===== config.mk =====
export PLATFORM = sky130hd
export DESIGN_NAME = csf_status_flag_bank
export DESIGN_NICKNAME = d
export VERILOG_FILES = /design/src/hw/csf_pkg.sv /design/src/hw/csf_sync.sv /design/src/hw/csf_status_flag_bank.sv
export SDC_FILE = /design/constraint.sdc
export NUM_CORES = 1
export LEC_CHECK = 0
export CAP_MARGIN = 20
export CORE_MARGIN = 2
export CORE_UTILIZATION = 40
export CTS_CLUSTER_SIZE = 28
export DETAILED_ROUTE_END_ITERATION = 12
export DONT_BUFFER_PORTS = 1
export PLACE_DENSITY = 0.55
export REMOVE_ABC_BUFFERS = 1
export SLEW_MARGIN = 40
export SYNTH_ARGS = -nofsm -noshare
export SYNTH_HDL_FRONTEND = slang
export SYNTH_SLANG_ARGS = --single-unit

===== constraint.sdc =====
create_clock -name clk -period 2.9 [get_ports clk]
set_input_delay 0.29 -clock clk [delete_from_list [all_inputs] [get_ports clk]]
set_output_delay 0.29 -clock clk [all_outputs]
set_load 0.02 [all_outputs]

===== src/hw/csf_pkg.sv =====
/*
 csf_pkg: shared constants and types of the charger status and flag bank.
 Assumes a single 100 MHz clock domain; condition inputs come from analog
 comparators and state machines outside this clock domain.
*/
package csf_pkg;

	// register offsets on the control port
	localparam logic [7:0] OFS_TEMP   = 8'h1f;
	localparam logic [7:0] OFS_FAULTA = 8'h20;
	localparam logic [7:0] OFS_FAULTB = 8'h21;
	localparam logic [7:0] OFS_FLAGA  = 8'h22;
	localparam logic [7:0] OFS_FLAGB  = 8'h23;

	// value of the flag registers, pointer and shift register after reset; status registers follow live inputs
	localparam logic [7:0] REG_RESET = 8'h00;

	// 7-bit target address on the control port; value is arbitrary
	localparam logic [6:0] DEV_ADDR_DEF = 7'h35;

	// last bit index within a serial byte
	localparam logic [2:0] LAST_BIT = 3'h7;

	// stages of the input synchroniser
	localparam int SYNC_STAGES = 2;

	// live conditions that feed the status and flag registers
	typedef struct packed {
		logic       otgBattLow;    // battery too low for otg
		logic       belowT1;       // thermistor below cold threshold
		logic       belowT2;       // thermistor below cool threshold
		logic       belowT3;       // thermistor below warm threshold
		logic       belowT5;       // thermistor below hot threshold
		logic       dischgReg;     // discharge current regulation
		logic       busOv;         // input bus overvoltage
		logic       battOv;        // battery overvoltage
		logic       busOc;         // input bus overcurrent
		logic       battOc;        // battery overcurrent
		logic       convOc;        // converter overcurrent
		logic       adBOv;         // second adapter overvoltage
		logic       adAOv;         // first adapter overvoltage
		logic       sysShort;      // system rail short
		logic       sysOv;         // system rail overvoltage
		logic       otgOv;         // otg output overvoltage
		logic       otgUv;         // otg output undervoltage
		logic       thermShut;     // thermal shutdown
		logic       inCurReg;      // input or otg current regulation
		logic       inVoltReg;     // input or otg voltage regulation
		logic       wdExpired;     // host watchdog expired
		logic       weakAdapter;   // weak adapter detected
		logic       powerGood;     // power good
		logic       adBPresent;    // second adapter present
		logic       adAPresent;    // first adapter present
		logic       busPresent;    // input bus present
		logic [2:0] chargeState;   // charge state code
		logic [1:0] icoState;      // current optimizer state
		logic [3:0] busType;       // input bus type code
		logic       dieThermReg;   // die thermal regulation
		logic       battPresent;   // battery present
		logic       portDetDone;   // port detection complete
	} csf_cond_s;

	// control port target states
	typedef enum logic [3:0] {
		ST_IDLE,
		ST_ADDR,
		ST_ADDR_ACK,
		ST_PTR,
		ST_PTR_ACK,
		ST_WR,
		ST_WR_ACK,
		ST_RD,
		ST_RD_ACK
	} csf_state_e;

endpackage


===== src/hw/csf_sync.sv =====
/*
 csf_sync: multi-bit two-stage synchroniser with clock enable.
 Assumes each bit is an independent level; no word coherence is promised.
*/
`timescale 1ns/1ns
`default_nettype none

module csf_sync #(
	parameter int W = 1
) (
	input  wire logic         clk,      // system clock
	input  wire logic         reset_n,  // async reset, active low
	input  wire logic         ce,       // clock enable
	input  wire logic [W-1:0] d,        // asynchronous inputs
	output var  logic [W-1:0] q         // synchronised outputs
);
	import csf_pkg::*;

	logic [W-1:0] stage1;

	// first stage feeds only the second
	always_ff @(posedge clk or negedge reset_n) begin
		if (!reset_n) begin
			stage1 <= '0;
			q      <= '0;
		end else if (ce) begin
			stage1 <= d;
			q      <= stage1;
		end
	end

endmodule

`default_nettype wire


===== src/hw/csf_status_flag_bank.sv =====
/*
 csf_status_flag_bank: read-only status and event-flag registers of a
 charger, read by a host over a two-wire serial control port.
 Assumes scl/sda and all condition inputs are asynchronous levels, and the
 sda wire is resolved outside (open drain, low while sdaOe is high).
*/
`timescale 1ns/1ns
`default_nettype none

module csf_status_flag_bank #(
	parameter logic [6:0] DEV_ADDR = csf_pkg::DEV_ADDR_DEF
) (
	input  wire logic              clk,      // 100 mhz system clock
	input  wire logic              reset_n,  // async reset, active low
	input  wire logic              ce,       // clock enable, freezes all
	input  wire logic              sclIn,    // serial clock pin
	input  wire logic              sdaIn,    // serial data pin level
	output var  logic              sdaOut,   // serial data drive value
	output var  logic              sdaOe,    // pulls sda low when high
	input  wire logic [15:0]       irqMask,  // [15:8] flag a, [7:0] flag b
	input  wire csf_pkg::csf_cond_s cond,    // live charger conditions
	output var  logic              intPulse  // one-cycle event pulse
);
	import csf_pkg::*;

	localparam int CW = $bits(csf_cond_s);

	logic [CW+1:0] rawIn;
	logic [CW+1:0] syncOut;
	logic          sclS;
	logic          sdaS;
	csf_cond_s     c;
	logic          sclD;
	logic          sdaD;
	csf_cond_s     cPrev;
	logic          start;
	logic          stop;
	logic          sclRise;
	logic          sclFall;
	logic [7:0]    tempReg;
	logic [7:0]    faultA;
	logic [7:0]    faultB;
	logic [7:0]    flagA;
	logic [7:0]    flagB;
	logic [7:0]    setA;
	logic [7:0]    setB;
	logic [7:0]    clrA;
	logic [7:0]    clrB;
	logic [7:0]    next_flagA;
	logic [7:0]    next_flagB;
	csf_state_e    state;
	logic [2:0]    bitCnt;
	logic          gotByte;
	logic [7:0]    shiftReg;
	logic [7:0]    ptr;
	logic          rwRead;
	logic          masterAck;
	logic          loadRd;
	logic [7:0]    rdAddr;
	logic [7:0]    rdData;

	// rising edge of a synchronised level
	function automatic logic risen(input logic now, input logic was);
		return now & ~was;
	endfunction

	// all cross through two flops; bus pins inverted so reset reads idle
	assign rawIn = {~sclIn, ~sdaIn, cond};

	csf_sync #(
		.W(CW + 2)
	) uSync (
		.clk     (clk),
		.reset_n (reset_n),
		.ce      (ce),
		.d       (rawIn),
		.q       (syncOut)
	);

	assign {sclS, sdaS, c} = syncOut ^ {2'b11, {CW{1'b0}}};

	// delayed copies for edge and change detection
	always_ff @(posedge clk or negedge reset_n) begin
		if (!reset_n) begin
			sclD  <= 1'b1;
			sdaD  <= 1'b1;
			cPrev <= '0;
		end else if (ce) begin
			sclD  <= sclS;
			sdaD  <= sdaS;
			cPrev <= c;
		end
	end

	// bus conditions seen on the synchronised wire
	assign start   = sclS & sclD & sdaD & ~sdaS;
	assign stop    = sclS & sclD & ~sdaD & sdaS;
	assign sclRise = sclS & ~sclD;
	assign sclFall = ~sclS & sclD;

	// thermistor ranges from ordered threshold comparators
	assign tempReg[7:5] = 3'h0;
	assign tempReg[4]   = c.otgBattLow;
	assign tempReg[3]   = c.belowT1;
	assign tempReg[2]   = c.belowT2 & ~c.belowT1;
	assign tempReg[1]   = ~c.belowT3 & c.belowT5;
	assign tempReg[0]   = ~c.belowT5;

	// first fault register follows live protection states
	assign faultA[7] = c.dischgReg;
	assign faultA[6] = c.busOv;
	assign faultA[5] = c.battOv;
	assign faultA[4] = c.busOc;
	assign faultA[3] = c.battOc;
	assign faultA[2] = c.convOc;
	assign faultA[1] = c.adBOv;
	assign faultA[0] = c.adAOv;

	// second fault register, reserved bits tied low
	assign faultB[7]   = c.sysShort;
	assign faultB[6]   = c.sysOv;
	assign faultB[5]   = c.otgOv;
	assign faultB[4]   = c.otgUv;
	assign faultB[3]   = 1'b0;
	assign faultB[2]   = c.thermShut;
	assign faultB[1:0] = 2'h0;

	// first flag register events
	assign setA[7] = risen(c.inCurReg, cPrev.inCurReg);
	assign setA[6] = risen(c.inVoltReg, cPrev.inVoltReg);
	assign setA[5] = risen(c.wdExpired, cPrev.wdExpired);
	assign setA[4] = risen(c.weakAdapter, cPrev.weakAdapter);
	assign setA[3] = c.powerGood ^ cPrev.powerGood;
	assign setA[2] = c.adBPresent ^ cPrev.adBPresent;
	assign setA[1] = c.adAPresent ^ cPrev.adAPresent;
	assign setA[0] = c.busPresent ^ cPrev.busPresent;

	// second flag register events; bits 5 and 3 stay reserved
	assign setB[7] = c.chargeState != cPrev.chargeState;
	assign setB[6] = c.icoState != cPrev.icoState;
	assign setB[5] = 1'b0;
	assign setB[4] = c.busType != cPrev.busType;
	assign setB[3] = 1'b0;
	assign setB[2] = risen(c.dieThermReg, cPrev.dieThermReg);
	assign setB[1] = c.battPresent ^ cPrev.battPresent;
	assign setB[0] = c.portDetDone ^ cPrev.portDetDone;

	// a read clears the whole flag register it fetched
	assign clrA = (loadRd && rdAddr == OFS_FLAGA) ? 8'hff : 8'h00;
	assign clrB = (loadRd && rdAddr == OFS_FLAGB) ? 8'hff : 8'h00;

	// set wins over the read clear so no event is lost
	assign next_flagA = (flagA & ~clrA) | setA;
	assign next_flagB = (flagB & ~clrB) | setB;

	// sticky flags
	always_ff @(posedge clk or negedge reset_n) begin
		if (!reset_n) begin
			flagA <= REG_RESET;
			flagB <= REG_RESET;
		end else if (ce) begin
			flagA <= next_flagA;
			flagB <= next_flagB;
		end
	end

	// interrupt pulse in each cycle that has at least one unmasked new event
	always_ff @(posedge clk or negedge reset_n) begin
		if (!reset_n) begin
			intPulse <= 1'b0;
		end else if (ce) begin
			intPulse <= |((setA & ~irqMask[15:8]) | (setB & ~irqMask[7:0]));
		end
	end

	// byte fetch: on address ack of a read, or on master ack
	assign loadRd = ce & ~start & ~stop & sclFall &
		((state == ST_ADDR_ACK & rwRead) | (state == ST_RD_ACK & masterAck));
	assign rdAddr = (state == ST_RD_ACK) ? ptr + 8'h01 : ptr;

	// read decode; unmapped offsets read zero
	always_comb begin
		if (rdAddr == OFS_TEMP) begin
			rdData = tempReg;
		end else if (rdAddr == OFS_FAULTA) begin
			rdData = faultA;
		end else if (rdAddr == OFS_FAULTB) begin
			rdData = faultB;
		end else if (rdAddr == OFS_FLAGA) begin
			rdData = flagA;
		end else if (rdAddr == OFS_FLAGB) begin
			rdData = flagB;
		end else begin
			rdData = REG_RESET;
		end
	end

	// open drain: the driven level is always low
	always_ff @(posedge clk or negedge reset_n) begin
		if (!reset_n) begin
			sdaOut <= 1'b0;
		end else if (ce) begin
			sdaOut <= 1'b0;
		end
	end

	// serial target; writes only move the pointer, data bytes are
	// acknowledged and dropped since every register here is read-only
	always_ff @(posedge clk or negedge reset_n) begin
		if (!reset_n) begin
			state     <= ST_IDLE;
			bitCnt    <= 3'h0;
			gotByte   <= 1'b0;
			shiftReg  <= REG_RESET;
			ptr       <= REG_RESET;
			rwRead    <= 1'b0;
			masterAck <= 1'b0;
			sdaOe     <= 1'b0;
		end else if (ce) begin
			if (start) begin
				state   <= ST_ADDR;
				bitCnt  <= 3'h0;
				gotByte <= 1'b0;
				sdaOe   <= 1'b0;
			end else if (stop) begin
				state <= ST_IDLE;
				sdaOe <= 1'b0;
			end else if (loadRd) begin
				shiftReg <= rdData;
				ptr      <= rdAddr;
				sdaOe    <= ~rdData[7];
				bitCnt   <= 3'h0;
				state    <= ST_RD;
			end else begin
				case (state)
					ST_ADDR, ST_PTR, ST_WR: begin
						if (sclRise) begin
							shiftReg <= {shiftReg[6:0], sdaS};
							bitCnt   <= bitCnt + 3'h1;
							gotByte  <= (bitCnt == LAST_BIT);
						end else if (sclFall && gotByte) begin
							gotByte <= 1'b0;
							if (state == ST_ADDR) begin
								if (shiftReg[7:1] == DEV_ADDR) begin
									rwRead <= shiftReg[0];
									sdaOe  <= 1'b1;
									state  <= ST_ADDR_ACK;
								end else begin
									state <= ST_IDLE;
								end
							end else if (state == ST_PTR) begin
								ptr   <= shiftReg;
								sdaOe <= 1'b1;
								state <= ST_PTR_ACK;
							end else begin
								sdaOe <= 1'b1;
								state <= ST_WR_ACK;
							end
						end
					end
					ST_ADDR_ACK: begin
						// read case is taken by the fetch above
						if (sclFall) begin
							sdaOe <= 1'b0;
							state <= ST_PTR;
						end
					end
					ST_PTR_ACK, ST_WR_ACK: begin
						if (sclFall) begin
							sdaOe <= 1'b0;
							state <= ST_WR;
						end
					end
					ST_RD: begin
						if (sclFall) begin
							if (bitCnt == LAST_BIT) begin
								sdaOe <= 1'b0;
								state <= ST_RD_ACK;
							end else begin
								shiftReg <= {shiftReg[6:0], 1'b0};
								sdaOe    <= ~shiftReg[6];
								bitCnt   <= bitCnt + 3'h1;
							end
						end
					end
					ST_RD_ACK: begin
						// a nack ends the read; wait for stop or start
						if (sclRise) begin
							masterAck <= ~sdaS;
						end else if (sclFall) begin
							state <= ST_IDLE;
						end
					end
					default: begin
						state <= ST_IDLE;
					end
				endcase
			end
		end
	end
endmodule

`default_nettype wire


== Word level (Yosys, flattened, before mapping) ==
Index checks and enable logic that the tools add are counted.
W data, S select, Z words.

* Add/sub/neg operators: 2
* Equal/unequal tests: 38
* Multiplexer cells: 58
* Bitwise logic cells: 59
* Reductions and logical operators: 23

{| class="wikitable"
|+ Operator list
! kind !! count
|-
| $mux W8 || 18
|-
| $mux W4 || 12
|-
| $ne A5 B5 Y1 const B || 8
|-
| $and A8 B8 Y8 || 4
|-
| $eq A8 B6 Y1 const B || 4
|-
| $not A8 Y8 || 4
|-
| $or A8 B8 Y8 || 3
|-
| $and A1 B1 Y1 || 20
|-
| $not A1 Y1 || 20
|-
| $pmux W4 S5 || 1
|-
| $mux W3 || 6
|-
| $reduce_and A9 Y1 || 2
|-
| $eq A4 B3 Y1 const B || 4
|-
| $mux W1 || 16
|-
| $pmux W8 S2 || 1
|-
| $reduce_and A7 Y1 || 2
|-
| $ne A4 B4 Y1 const B || 3
|-
| $reduce_and A6 Y1 || 2
|-
| $ne A3 B3 Y1 const B || 3
|-
| $add A8 B1 Y8 const B || 1
|-
| $eq A4 B2 Y1 const B || 2
|-
| $eq A8 B5 Y1 const B || 1
|-
| $reduce_and A8 Y1 || 1
|-
| $reduce_bool A2 Y1 || 4
|-
| 26 further kinds || 38
|}

* Bits in registers: 146
* Input port bits: 59
* Output and inout port bits: 3
* Word-level logic and storage cells: 209

== Logic depth before layout (Yosys ltp) ==
Gate-level depths: netlist of the first run.

* Depth in word-level cells: 14
* Gate-level depth with buffers: 9

== By module ==
Synthesis of the first run repeated with hierarchy kept, for this count alone.

* Cell total of the unflattened synthesis: 597
* Area total of the unflattened synthesis: 7479.7 um2

{| class="wikitable"
|+ Modules (own cells, without submodules)
! module !! times used !! cells an instance !! area an instance (um2)
|-
| csf_status_flag_bank || 1 || 428 || 4105.2
|-
| csf_sync || 1 || 169 || 3374.5
|}

== Worst setup path after synthesis of the first run ==
OpenSTA, ideal clock, no wires.

* Path kind: register to register
* Start point: register state[1]
* End point: register flagB[4]
* Data arrival time: 2.006 ns
* Data required time: 2.779 ns
* Slack: 0.773 ns
* Stages on the path, launching flop included: 7
* Buffers on the path: 0
* Period minus slack after synthesis: 2.127 ns
* Cell sequence: dfrtp_1 or4b_4 nor3_4 a31oi_4 nor4_4 nand2_2 a22o_1

* Cells in the longest elaborated chain, start to end: 9
* Elaborated cells between the ends (all ways): 13

{| class="wikitable"
|+ Ends and longest elaborated chain
! item !! RTL line !! text
|-
| start: declaration || csf_status_flag_bank.sv:51 || <nowiki>csf_state_e state;</nowiki>
|-
| start signal: assignment || csf_status_flag_bank.sv:211 || <nowiki>state <= ST_IDLE;</nowiki>
|-
| start signal: assignment || csf_status_flag_bank.sv:221 || <nowiki>state <= ST_ADDR;</nowiki>
|-
| start signal: assignment || csf_status_flag_bank.sv:226 || <nowiki>state <= ST_IDLE;</nowiki>
|-
| $eq A4 B2 Y1 or $eq A4 B4 Y1 (tied branches) || csf_status_flag_bank.sv:178, csf_status_flag_bank.sv:179 ||
|-
| $and A1 B1 Y1 || csf_status_flag_bank.sv:178 || <nowiki>((state == ST_ADDR_ACK & rwRead) | (state == ST_RD_ACK & masterAck));</nowiki>
|-
| $or A1 B1 Y1 || csf_status_flag_bank.sv:178 ||
|-
| $and A1 B1 Y1 || csf_status_flag_bank.sv:177 || <nowiki>assign loadRd = ce & ~start & ~stop & sclFall &</nowiki>
|-
| $logic_and A1 B1 Y1 * || csf_status_flag_bank.sv:150 || <nowiki>assign clrB = (loadRd && rdAddr == OFS_FLAGB) ? 8'hff : 8'h00;</nowiki>
|-
| $mux W8 * || csf_status_flag_bank.sv:150 ||
|-
| $not A8 Y8 * || csf_status_flag_bank.sv:154 || <nowiki>assign next_flagB = (flagB & ~clrB) | setB;</nowiki>
|-
| $and A8 B8 Y8 * || csf_status_flag_bank.sv:154 ||
|-
| $or A8 B8 Y8 * || csf_status_flag_bank.sv:154 ||
|-
| end signal: assignment || csf_status_flag_bank.sv:163 || <nowiki>flagB <= next_flagB;</nowiki>
|-
| end: declaration || csf_status_flag_bank.sv:44 || <nowiki>logic [7:0] flagB;</nowiki>
|}

Every way passes the cells marked *; elsewhere a longest branch is shown, timed or not.
A chain may end at the register's enable or synchronous reset.

== Worst setup path after layout of the first run ==
* Start point: register state[0]
* End point: register sdaOe

* Cells in the longest elaborated chain, start to end: 12
* Elaborated cells between the ends (all ways): 40

{| class="wikitable"
|+ Ends and longest elaborated chain
! item !! RTL line !! text
|-
| $eq A4 B4 Y1 || csf_status_flag_bank.sv:178, csf_status_flag_bank.sv:179 ||
|-
| $mux W8 || csf_status_flag_bank.sv:179 || <nowiki>assign rdAddr = (state == ST_RD_ACK) ? ptr + 8'h01 : ptr;</nowiki>
|-
| $eq A8 B6 Y1 || csf_status_flag_bank.sv:191 || <nowiki>end else if (rdAddr == OFS_FLAGB) begin</nowiki>
|-
| $mux W8 || csf_status_flag_bank.sv:191 ||
|-
| $mux W8 || csf_status_flag_bank.sv:189 || <nowiki>end else if (rdAddr == OFS_FLAGA) begin</nowiki>
|-
| $mux W8 || csf_status_flag_bank.sv:187 || <nowiki>end else if (rdAddr == OFS_FAULTB) begin</nowiki>
|-
| $mux W8 || csf_status_flag_bank.sv:185 || <nowiki>end else if (rdAddr == OFS_FAULTA) begin</nowiki>
|-
| $mux W8 || csf_status_flag_bank.sv:183 || <nowiki>if (rdAddr == OFS_TEMP) begin</nowiki>
|-
| $not A1 Y1 || csf_status_flag_bank.sv:231 || <nowiki>sdaOe <= ~rdData[7];</nowiki>
|-
| $mux W1 || csf_status_flag_bank.sv:228 || <nowiki>end else if (loadRd) begin</nowiki>
|-
| $mux W1 || csf_status_flag_bank.sv:225 || <nowiki>end else if (stop) begin</nowiki>
|-
| $mux W1 || csf_status_flag_bank.sv:220 || <nowiki>if (start) begin</nowiki>
|-
| end signal: assignment || csf_status_flag_bank.sv:231 ||
|-
| end signal: assignment || csf_status_flag_bank.sv:281 || <nowiki>sdaOe <= ~shiftReg[6];</nowiki>
|-
| end: declaration || csf_status_flag_bank.sv:19 || <nowiki>output var logic sdaOe,</nowiki>
|}

Several ways; a longest one is shown, not always the timed one. The select of a mux whose other input is x is not followed.

==> results.json, run 1 <==
{
  "syn_area_per_cell_sq_um": 11.9,
  "grt_overflow_total": 0,
  "ys_warn_count": 0,
  "remaining_drc_errors": 0,
  "dieArea_sq_um": 18400,
  "cts_buffers": 17,
  "fmax_mhz": 390,
  "synth_top_flop_cell": "dfrtp_1",
  "tightest_slew_ns": 0.741,
  "drt_iter0_markers": 262,
  "cts_resized": 0,
  "wire_per_inst_um": 17.6,
  "syn_area_sq_um": 6940,
  "cp.required_ns": 3.21,
  "first_global_vias": 4723,
  "drive_above_1_share_pct": 26.7,
  "async_flop_share_pct": 100,
  "layout_commonest_cell": "dfrtp_1",
  "synth_cells": 582,
  "grt_max_degree": 147,
  "cts_max_level": 4,
  "finalClockSkew_ns": 0.00632,
  "synth.distinct_cells": 74,
  "whs_ns": -0.441,
  "clk_latency_ns": 0.42,
  "p_per_area_nw_per_um2": 776,
  "coreArea_sq_um": 17100,
  "path_clk_slew_ns": 0.06,
  "die_h_um": 136,
  "port_buffers": 0,
  "clock-sinks": 146,
  "status": "finished with violations",
  "cts_buffer_depth": 2,
  "start_kind": "flip-flop",
  "p_leak_uw": 0.00315,
  "hold_viol": 146,
  "track_usage_pct": 17.1,
  "num_vias": 4590,
  "ys_seq_area_share_pct": 52.7,
  "num_antenna_cells": 0,
  "routed_wl_um": 14600,
  "cp-end-kind": "flip-flop",
  "tritoncts": "yes",
  "fp.dieW_um": 136,
  "vias_per_cell": 5.52,
  "yosys_register_bits": 146,
  "rows": 48,
  "io_pins": 62,
  "start_util_pct": 40.6,
  "postRouteAntennaNets": 0,
  "area_delta_synth_final_pct": 13.6,
  "cts-root-buf": "clkbuf_16",
  "gp_congestion": 0.855,
  "critical_path_class": "reg -> reg",
  "drt-pass1-iter-count": 6,
  "cap_violations": 0,
  "synth-edff-count": 0,
  "period_share_pct": 88.5,
  "grt_pass1_wl_um": 24500,
  "antenna_found_initial": 0,
  "arrival_ns": 2.88,
  "timing.final.crit_period_ns": 2.57,
  "fillers": 1596,
  "setup_violations": 0,
  "critical_path.max_fanout": 12,
  "hold_path_class": "in -> async",
  "grt_setup_unrepaired": "no",
  "setup_tns_ns": 0,
  "max_slew_margin_pct": 50.1,
  "dp_hpwl_um": 9800,
  "layout_common_cells": "dfrtp_1, mux2_2, nand2_1",
  "fin_nets": 655,
  "maxSlewViolCount": 0,
  "vdd_ir_drop_max_mv": 0.403,
  "violations": "hold timing"
}
==> power breakdown <==
| group | internal [uW] | switching, uW |
|---|---|---|
| sequential | 2370 | 346 |
| clock | 1290 | 860 |
| combinational | 647 | 607 |
==> Yosys cell counts, types with 4 or more instances <==
| master | n | area (sq um) |
|---|---|---|
| and2_1 | 7 | 43.8 |
| o22ai_1 | 8 | 50.1 |
| nand4_1 | 4 | 25.0 |
| nor3b_1 | 7 | 52.6 |
| a22o_1 | 4 | 35.0 |
| a221oi_1 | 4 | 35.0 |
| a31oi_1 | 9 | 56.3 |
| nor3_1 | 7 | 35.0 |
| clkbuf_1 | 19 | 71.3 |
| a21oi_1 | 20 | 100 |
| nor2_1 | 27 | 101 |
| dfrtp_1 | 144 | 3600 |
| xnor2_1 | 20 | 175 |
| nand2_1 | 36 | 135 |
| o21ai_0 | 27 | 135 |
| nor2b_1 | 6 | 37.5 |
| nand3_1 | 15 | 75.1 |
| buf_2 | 10 | 50.1 |
| o2bb2ai_1 | 7 | 61.3 |
| inv_1 | 13 | 48.8 |
| mux2_2 | 100 | 1130 |
| a32o_1 | 6 | 60.1 |
==> cell type report <==
cell class / instances / area [sq um] / share of cell area [%]
Multi-Input combinational cell: 389 / 3090 / 39.1
Clock buffer: 20 / 447 / 5.66
Inverter: 13 / 48.8 / 0.619
Tap cell: 225 / 282 / 3.57
Clock inverter: 12 / 131 / 1.67
Timing Repair Buffer: 26 / 238 / 3.01
Sequential cell: 146 / 3660 / 46.4
==> flip-flops by register name, summed over array words and instances (netlist names) <==
name	count
sclD	1
flagB	8
sdaOe	1
ptr	8
uSync.stage1	40
flagA	8
uSync.q	40
shiftReg	8
intPulse	1
state	4
rwRead	1
sdaD	1
cPrev	20
masterAck	1
bitCnt	3
gotByte	1
==> worst paths after layout <==
path | start | endpoint | slack (ns) | cells past startpoint
worst max-delay path | state[0] | sdaOe | 0.33 | 6
worst min-delay path | reset_n | uSync.stage1[37] | -0.44 | 0
worst max register to register | state[0] | sdaOe | 0.33 | 6
worst min register to register | uSync.stage1[38] | uSync.stage1[38] | 0.48 | 2
max in group asynchronous | reset_n | sdaD | 3.09 | 0
min in group clk | cond[34] | uSync.stage1[34] | 0.02 | 1
==> worst max-delay path: stages (launching register included) <==
cell,delay [ns]
dfrtp_1,0.46
or4b_4,0.70
nor3_4,0.28
a31oi_4,0.17
nor3_1,0.27
nand4_1,0.26
a31o_2,0.30
==> stage by stage <==
stage / area, sq um / std cells / utilization, % / power [uW] / setup WS (ns)
floorplan: 6780 / 548 / - / 3620 / -0.136
finish: 7890 / 831 / 46.1 / 6120 / 0.335
global route: 7890 / 831 / 46.1 / 6470 / 0.182
CTS: 7850 / 827 / 45.8 / 6170 / 0.332
detailed placement: 7140 / 782 / 41.7 / 3990 / 0.339
global placement: 7140 / 782 / 41.7 / 3950 / 0.395
==> layer usage <==
layer	track usage (%)	share of wire (%)
met5	0	0
met4	7.00	2.5
met3	5.69	5.5
met2	27.4	48
met1	21.4	44
==> what timing repair did <==
| item | CTS | global route |
|---|---|---|
| endpoints found under the hold margin | 162 | 150 |
| hold buffers | 13 | 4 |
| buffers inserted | 0 | 0 |
==> cells by family after synthesis <==
| group | count (synthesis) | synth area share (%) |
|---|---|---|
| muxes | 104 | 17.2 |
| adders and majority gates | 3 | 0.541 |
| AOI/OAI and AO/OA | 122 | 12.7 |
| buffers and inverters | 47 | 2.99 |
| xor gates and xnor gates | 21 | 2.65 |
| and+or+nand+nor | 138 | 11.3 |
| DFF | 146 | 52.7 |
| other | 1 | 0.0540 |
No activity file was read; power rests on OpenSTA's default activity.
==> run 2, diff against run 1 <==
--- a/config.mk
+++ b/config.mk
@@ -11,7 +11,6 @@
 export CTS_CLUSTER_SIZE = 28
 export DETAILED_ROUTE_END_ITERATION = 12
 export DONT_BUFFER_PORTS = 1
-export PLACE_DENSITY = 0.55
 export REMOVE_ABC_BUFFERS = 1
 export SLEW_MARGIN = 40
 export SYNTH_ARGS = -nofsm -noshare
==> results.json, run 2 (same netlist as run 1, synthesis figures left out) <==
{
  "slowest_delay_ns": 0.65,
  "cp.required_ns": 3.21,
  "cp-end-kind": "flip-flop",
  "tightest_slew_ns": 0.749,
  "path_buf_inv": 0,
  "coreArea_sq_um": 17100,
  "cts_max_level": 4,
  "reg.largest.list": "uSync.q x40, uSync.stage1 x40, cPrev x20",
  "p_leak_uw": 0.00313,
  "timing.final.crit_period_ns": 2.57,
  "fp.dieW_um": 136,
  "num_vias": 4461,
  "rows": 48,
  "cp_top_family": "simple AND/OR/NAND/NOR gates",
  "dp_hpwl_um": 9850,
  "cts-root-buf": "clkbuf_16",
  "finalClockSkew_ns": 0.00474,
  "critical_path_class": "reg -> reg",
  "start_util_pct": 40.6,
  "first_global_vias": 4590,
  "utilization_pct": 45.7,
  "layout_common_cells": "dfrtp_1, mux2_2, nand2_1",
  "port_buffers": 0,
  "die_h_um": 136,
  "clk_latency_ns": 0.42,
  "post_cts_buffers": 0,
  "gp_congestion": 0.821,
  "holdBufCountCts": 3,
  "r2r_end": "flagA[6]",
  "crit_slowest_cell": "or4b_4",
  "start_kind": "flip-flop",
  "drt-pass1-iter-count": 5,
  "setup_tns_ns": 0,
  "hold_viol": 146,
  "tritoncts": "yes",
  "hold_path_class": "in -> async",
  "status": "finished with violations",
  "grt_overflow_total": 0,
  "grt_pass1_wl_um": 23900,
  "vias_per_cell": 5.46,
  "fmax_mhz": 389,
  "dieArea_sq_um": 18400,
  "period_share_pct": 88.7,
  "clock-sinks": 146,
  "arrival_ns": 2.88,
  "critical_path.max_fanout": 13,
  "grt_max_degree": 147,
  "cts_buffers": 17,
  "maxSlewViolCount": 0,
  "cap_violations": 0,
  "fin_nets": 641,
  "track_usage_pct": 16.7,
  "crit_chain": "or4b_4, nor3_4, a31oi_4, nor4_4, nand2_2, a32o_1",
  "whs_ns": -0.431,
  "area_delta_synth_final_pct": 12.7,
  "layout_commonest_cell": "dfrtp_1",
  "antenna_found_initial": 0,
  "r2r_setup_slack_ns": 0.33,
  "violations": "hold timing",
  "path_clk_slew_ns": 0.06,
  "setup_violations": 0,
  "io_pins": 62,
  "p_per_area_nw_per_um2": 814,
  "drive_above_1_share_pct": 27.4,
  "remaining_drc_errors": 0,
  "postRouteAntennaNets": 0,
  "grt_setup_unrepaired": "no",
  "num_antenna_cells": 0,
  "cts_buffer_depth": 2,
  "wire_per_inst_um": 17.7,
  "r2r_cells": 6,
  "routed_wl_um": 14400,
  "r2r_start": "state[3]",
  "max_slew_margin_pct": 49.5,
  "vdd_ir_drop_max_mv": 0.505,
  "drt_iter0_markers": 298
}
## run 2: stage by stage
stage	instances	hold slack, ns	worst slack (ns)	power [uW]	instance area (sq um)
after detailed placement	782	0.00483	0.350	4000	7140
after global placement	782	0.00500	0.361	3970	7140
after floorplan	548	-0.00559	-0.136	3620	6780
after global routing	817	-0.454	0.229	6680	7820
after CTS	817	-0.445	0.320	6430	7820
final	817	-0.431	0.328	6370	7820
## run 2: repair_timing
| item | 4_1_cts | 5_1_grt |
|---|---|---|
| endpoints found under the hold margin | 152 | 146 |
| endpoints found under the setup margin | 0 | 0 |
| gates resized for setup | 0 | 0 |
## run 2: how the worst max path moves through the flow
stage	from	endpoint	depth (start not counted)
3_5_place_dp	state[3]	flagA[5]	6
4_1_cts	state[3]	flagA[6]	6
2_1_floorplan	state[1]	shiftReg[0]	5
5_1_grt	state[3]	flagB[4]	6
3_3_place_gp	state[3]	flagB[4]	6
6_report	state[3]	flagA[6]	6
## run 2: worst register-to-register path, stage by stage (launching register included)
cell     delay [ns]
dfrtp_1        0.58
or4b_4         0.65
nor3_4         0.28
a31oi_4        0.17
nor4_4         0.30
nand2_2        0.20
a32o_1         0.28
## run 2: routing by layer
metal | GRT usage [%] | vias up | part of all wire, %
met5 | 0 | - | 0
met4 | 6.54 | 0 | 1.7
met3 | 4.34 | 17 | 4.1
met2 | 27.2 | 66 | 50
met1 | 21.2 | 2257 | 45
li1 | - | 2121 | -
## run 2: cell type report
| cell class | count | area, sq um |
|---|---|---|
| multi-input cells | 389 | 3090 |
| fillers | 1604 | 9300 |
| clock buffers | 20 | 447 |
| flip-flops and latches | 146 | 3660 |
| repair buffers | 12 | 97.6 |
| inverters | 13 | 48.8 |
| well taps | 225 | 282 |
| clock inverters | 12 | 205 |
## run 2: power breakdown
part           switching (uW)  internal [uW]  leakage, uW  total [uW]
Sequential                347           2370      0.00170        2720
Combinational             614            635      0.00112        1250
Clock                     846           1550     0.000311        2400
Total                    1810           4560      0.00313        6370
==> run 3, diff against run 2 <==
==> constraint.sdc (replaced) <==
create_clock -name clk -period 2.35 [get_ports clk]
set_input_delay 0.235 -clock clk [delete_from_list [all_inputs] [get_ports clk]]
set_output_delay 0.235 -clock clk [all_outputs]
set_load 0.02 [all_outputs]
==> results.json, run 3 (same netlist as run 1, synthesis figures left out) <==
{
  "drive_above_1_share_pct": 29.4,
  "violations": "hold timing",
  "cp-end-kind": "flip-flop",
  "start_kind": "flip-flop",
  "layout_common_cells": "dfrtp_1, mux2_2, dlygate4sd3_1",
  "grt_overflow_total": 0,
  "rows": 48,
  "dieArea_sq_um": 18400,
  "arrival_ns": 2.55,
  "start_util_pct": 40.6,
  "hold_path_class": "in -> async",
  "vias_per_cell": 5.44,
  "post_cts_buffers": 0,
  "power_uw": 7700,
  "grt_setup_unrepaired": "no",
  "postRouteAntennaNets": 0,
  "first_global_vias": 4972,
  "grt_max_degree": 147,
  "timing.final.crit_period_ns": 2.26,
  "p_per_area_nw_per_um2": 916,
  "drt_iter0_markers": 277,
  "dp_hpwl_um": 10300,
  "path_buf_inv": 3,
  "cap_violations": 0,
  "port_buffers": 0,
  "tritoncts": "yes",
  "cp.required_ns": 2.64,
  "period_share_pct": 96.1,
  "cp_top_family": "multiplexers",
  "vdd_ir_drop_max_mv": 0.586,
  "tightest_slew_ns": 0.549,
  "antenna_found_initial": 0,
  "cts_buffer_depth": 2,
  "cts_buffers": 17,
  "grt_pass1_wl_um": 25600,
  "fmax_mhz": 443,
  "setup_violations": 0,
  "status": "finished with violations",
  "crit_chain": "buf_4, nor4b_4, buf_12, mux2_2, buf_4, mux4_2, nand3_1, a31oi_1",
  "io_pins": 62,
  "wire_per_inst_um": 17.6,
  "cp_common_cell": "buf_4",
  "maxSlewViolCount": 0,
  "crit_slowest_cell": "mux2_2",
  "area_delta_synth_final_pct": 21.2,
  "gp_congestion": 0.832,
  "coreArea_sq_um": 17100,
  "num_antenna_cells": 0,
  "slowest_delay_ns": 0.40,
  "cts_max_level": 4,
  "r2r_setup_slack_ns": 0.09,
  "critical_path_class": "reg -> reg",
  "max_slew_margin_pct": 63.1,
  "fin_area_sq_um": 8410,
  "drt-pass1-iter-count": 5,
  "routed_wl_um": 15600,
  "layout_commonest_cell": "dfrtp_1",
  "r2r_cells": 8,
  "critical_path.max_fanout": 11,
  "cts-root-buf": "clkbuf_16",
  "place_area_sq_um": 7380,
  "r2r_end": "shiftReg[6]",
  "whs_ns": -0.486,
  "path_clk_slew_ns": 0.06,
  "remaining_drc_errors": 0,
  "r2r_start": "state[0]",
  "fin_nets": 708,
  "finalClockSkew_ns": 0.00771,
  "num_vias": 4802,
  "clk_latency_ns": 0.41,
  "holdBufCountCts": 43,
  "clock-sinks": 146,
  "p_leak_uw": 0.00342,
  "hold_viol": 146,
  "die_h_um": 136,
  "track_usage_pct": 18.0,
  "fp.dieW_um": 136,
  "reg.largest.list": "uSync.q x40, uSync.stage1 x40, cPrev x20"
}
[run 3: per-layer routing]
metal / up-vias / part of all wire, % / track usage (%)
met1: 2428 / 44 / 22.9
met3: 18 / 4.3 / 5.05
met4: 0 / 1.8 / 5.61
met5: - / 0 / 0
met2: 95 / 50 / 29.8
li1: 2261 / - / -
[run 3: metrics by stage]
stage | setup TNS (ns) | hold slack, ns | cells | util, % | setup WS, ns
after floorplan | -16.39 | -0.0606 | 548 | - | -0.686
after global placement | 0 | -0.0507 | 809 | 43.1 | 0.0892
after detailed placement | 0 | -0.0513 | 809 | 43.1 | 0.0619
after CTS | 0 | -0.498 | 882 | 49.0 | 0.0505
after global routing | 0 | -0.512 | 882 | 49.1 | 0.00991
final | 0 | -0.486 | 882 | 49.1 | 0.0911
[run 3: where the power goes]
group / total (uW) / leakage (uW) / switching (uW) / internal [uW]
combinational: 1900 / 0.00146 / 932 / 968
sequential: 3270 / 0.00170 / 340 / 2930
clock: 2530 / 0.000269 / 1070 / 1460
total: 7700 / 0.00342 / 2340 / 5360
[run 3: worst max-delay path by stage]
stage,startpoint,to,depth (start not counted)
finish,state[0],shiftReg[6],8
global route,state[0],flagB[4],6
CTS,state[0],flagB[4],6
detailed placement,state[0],flagB[4],6
global placement,state[0],flagB[4],6
floorplan,state[1],shiftReg[0],5
[run 3: final cells by class]
cell class / count / area, sq um
clock buffer: 17 / 425
clock inverter: 13 / 128
fill: 1556 / 8700
inverter: 13 / 48.8
multi-input combinational: 389 / 3110
sequential: 146 / 3660
tap: 225 / 282
timing repair buffer: 79 / 766
[run 3: repair_timing]
action | 4_1_cts | 5_1_grt
endpoints found under the hold margin | 232 | 146
gates resized for setup | 0 | 3
endpoints found under the setup margin | 0 | 10
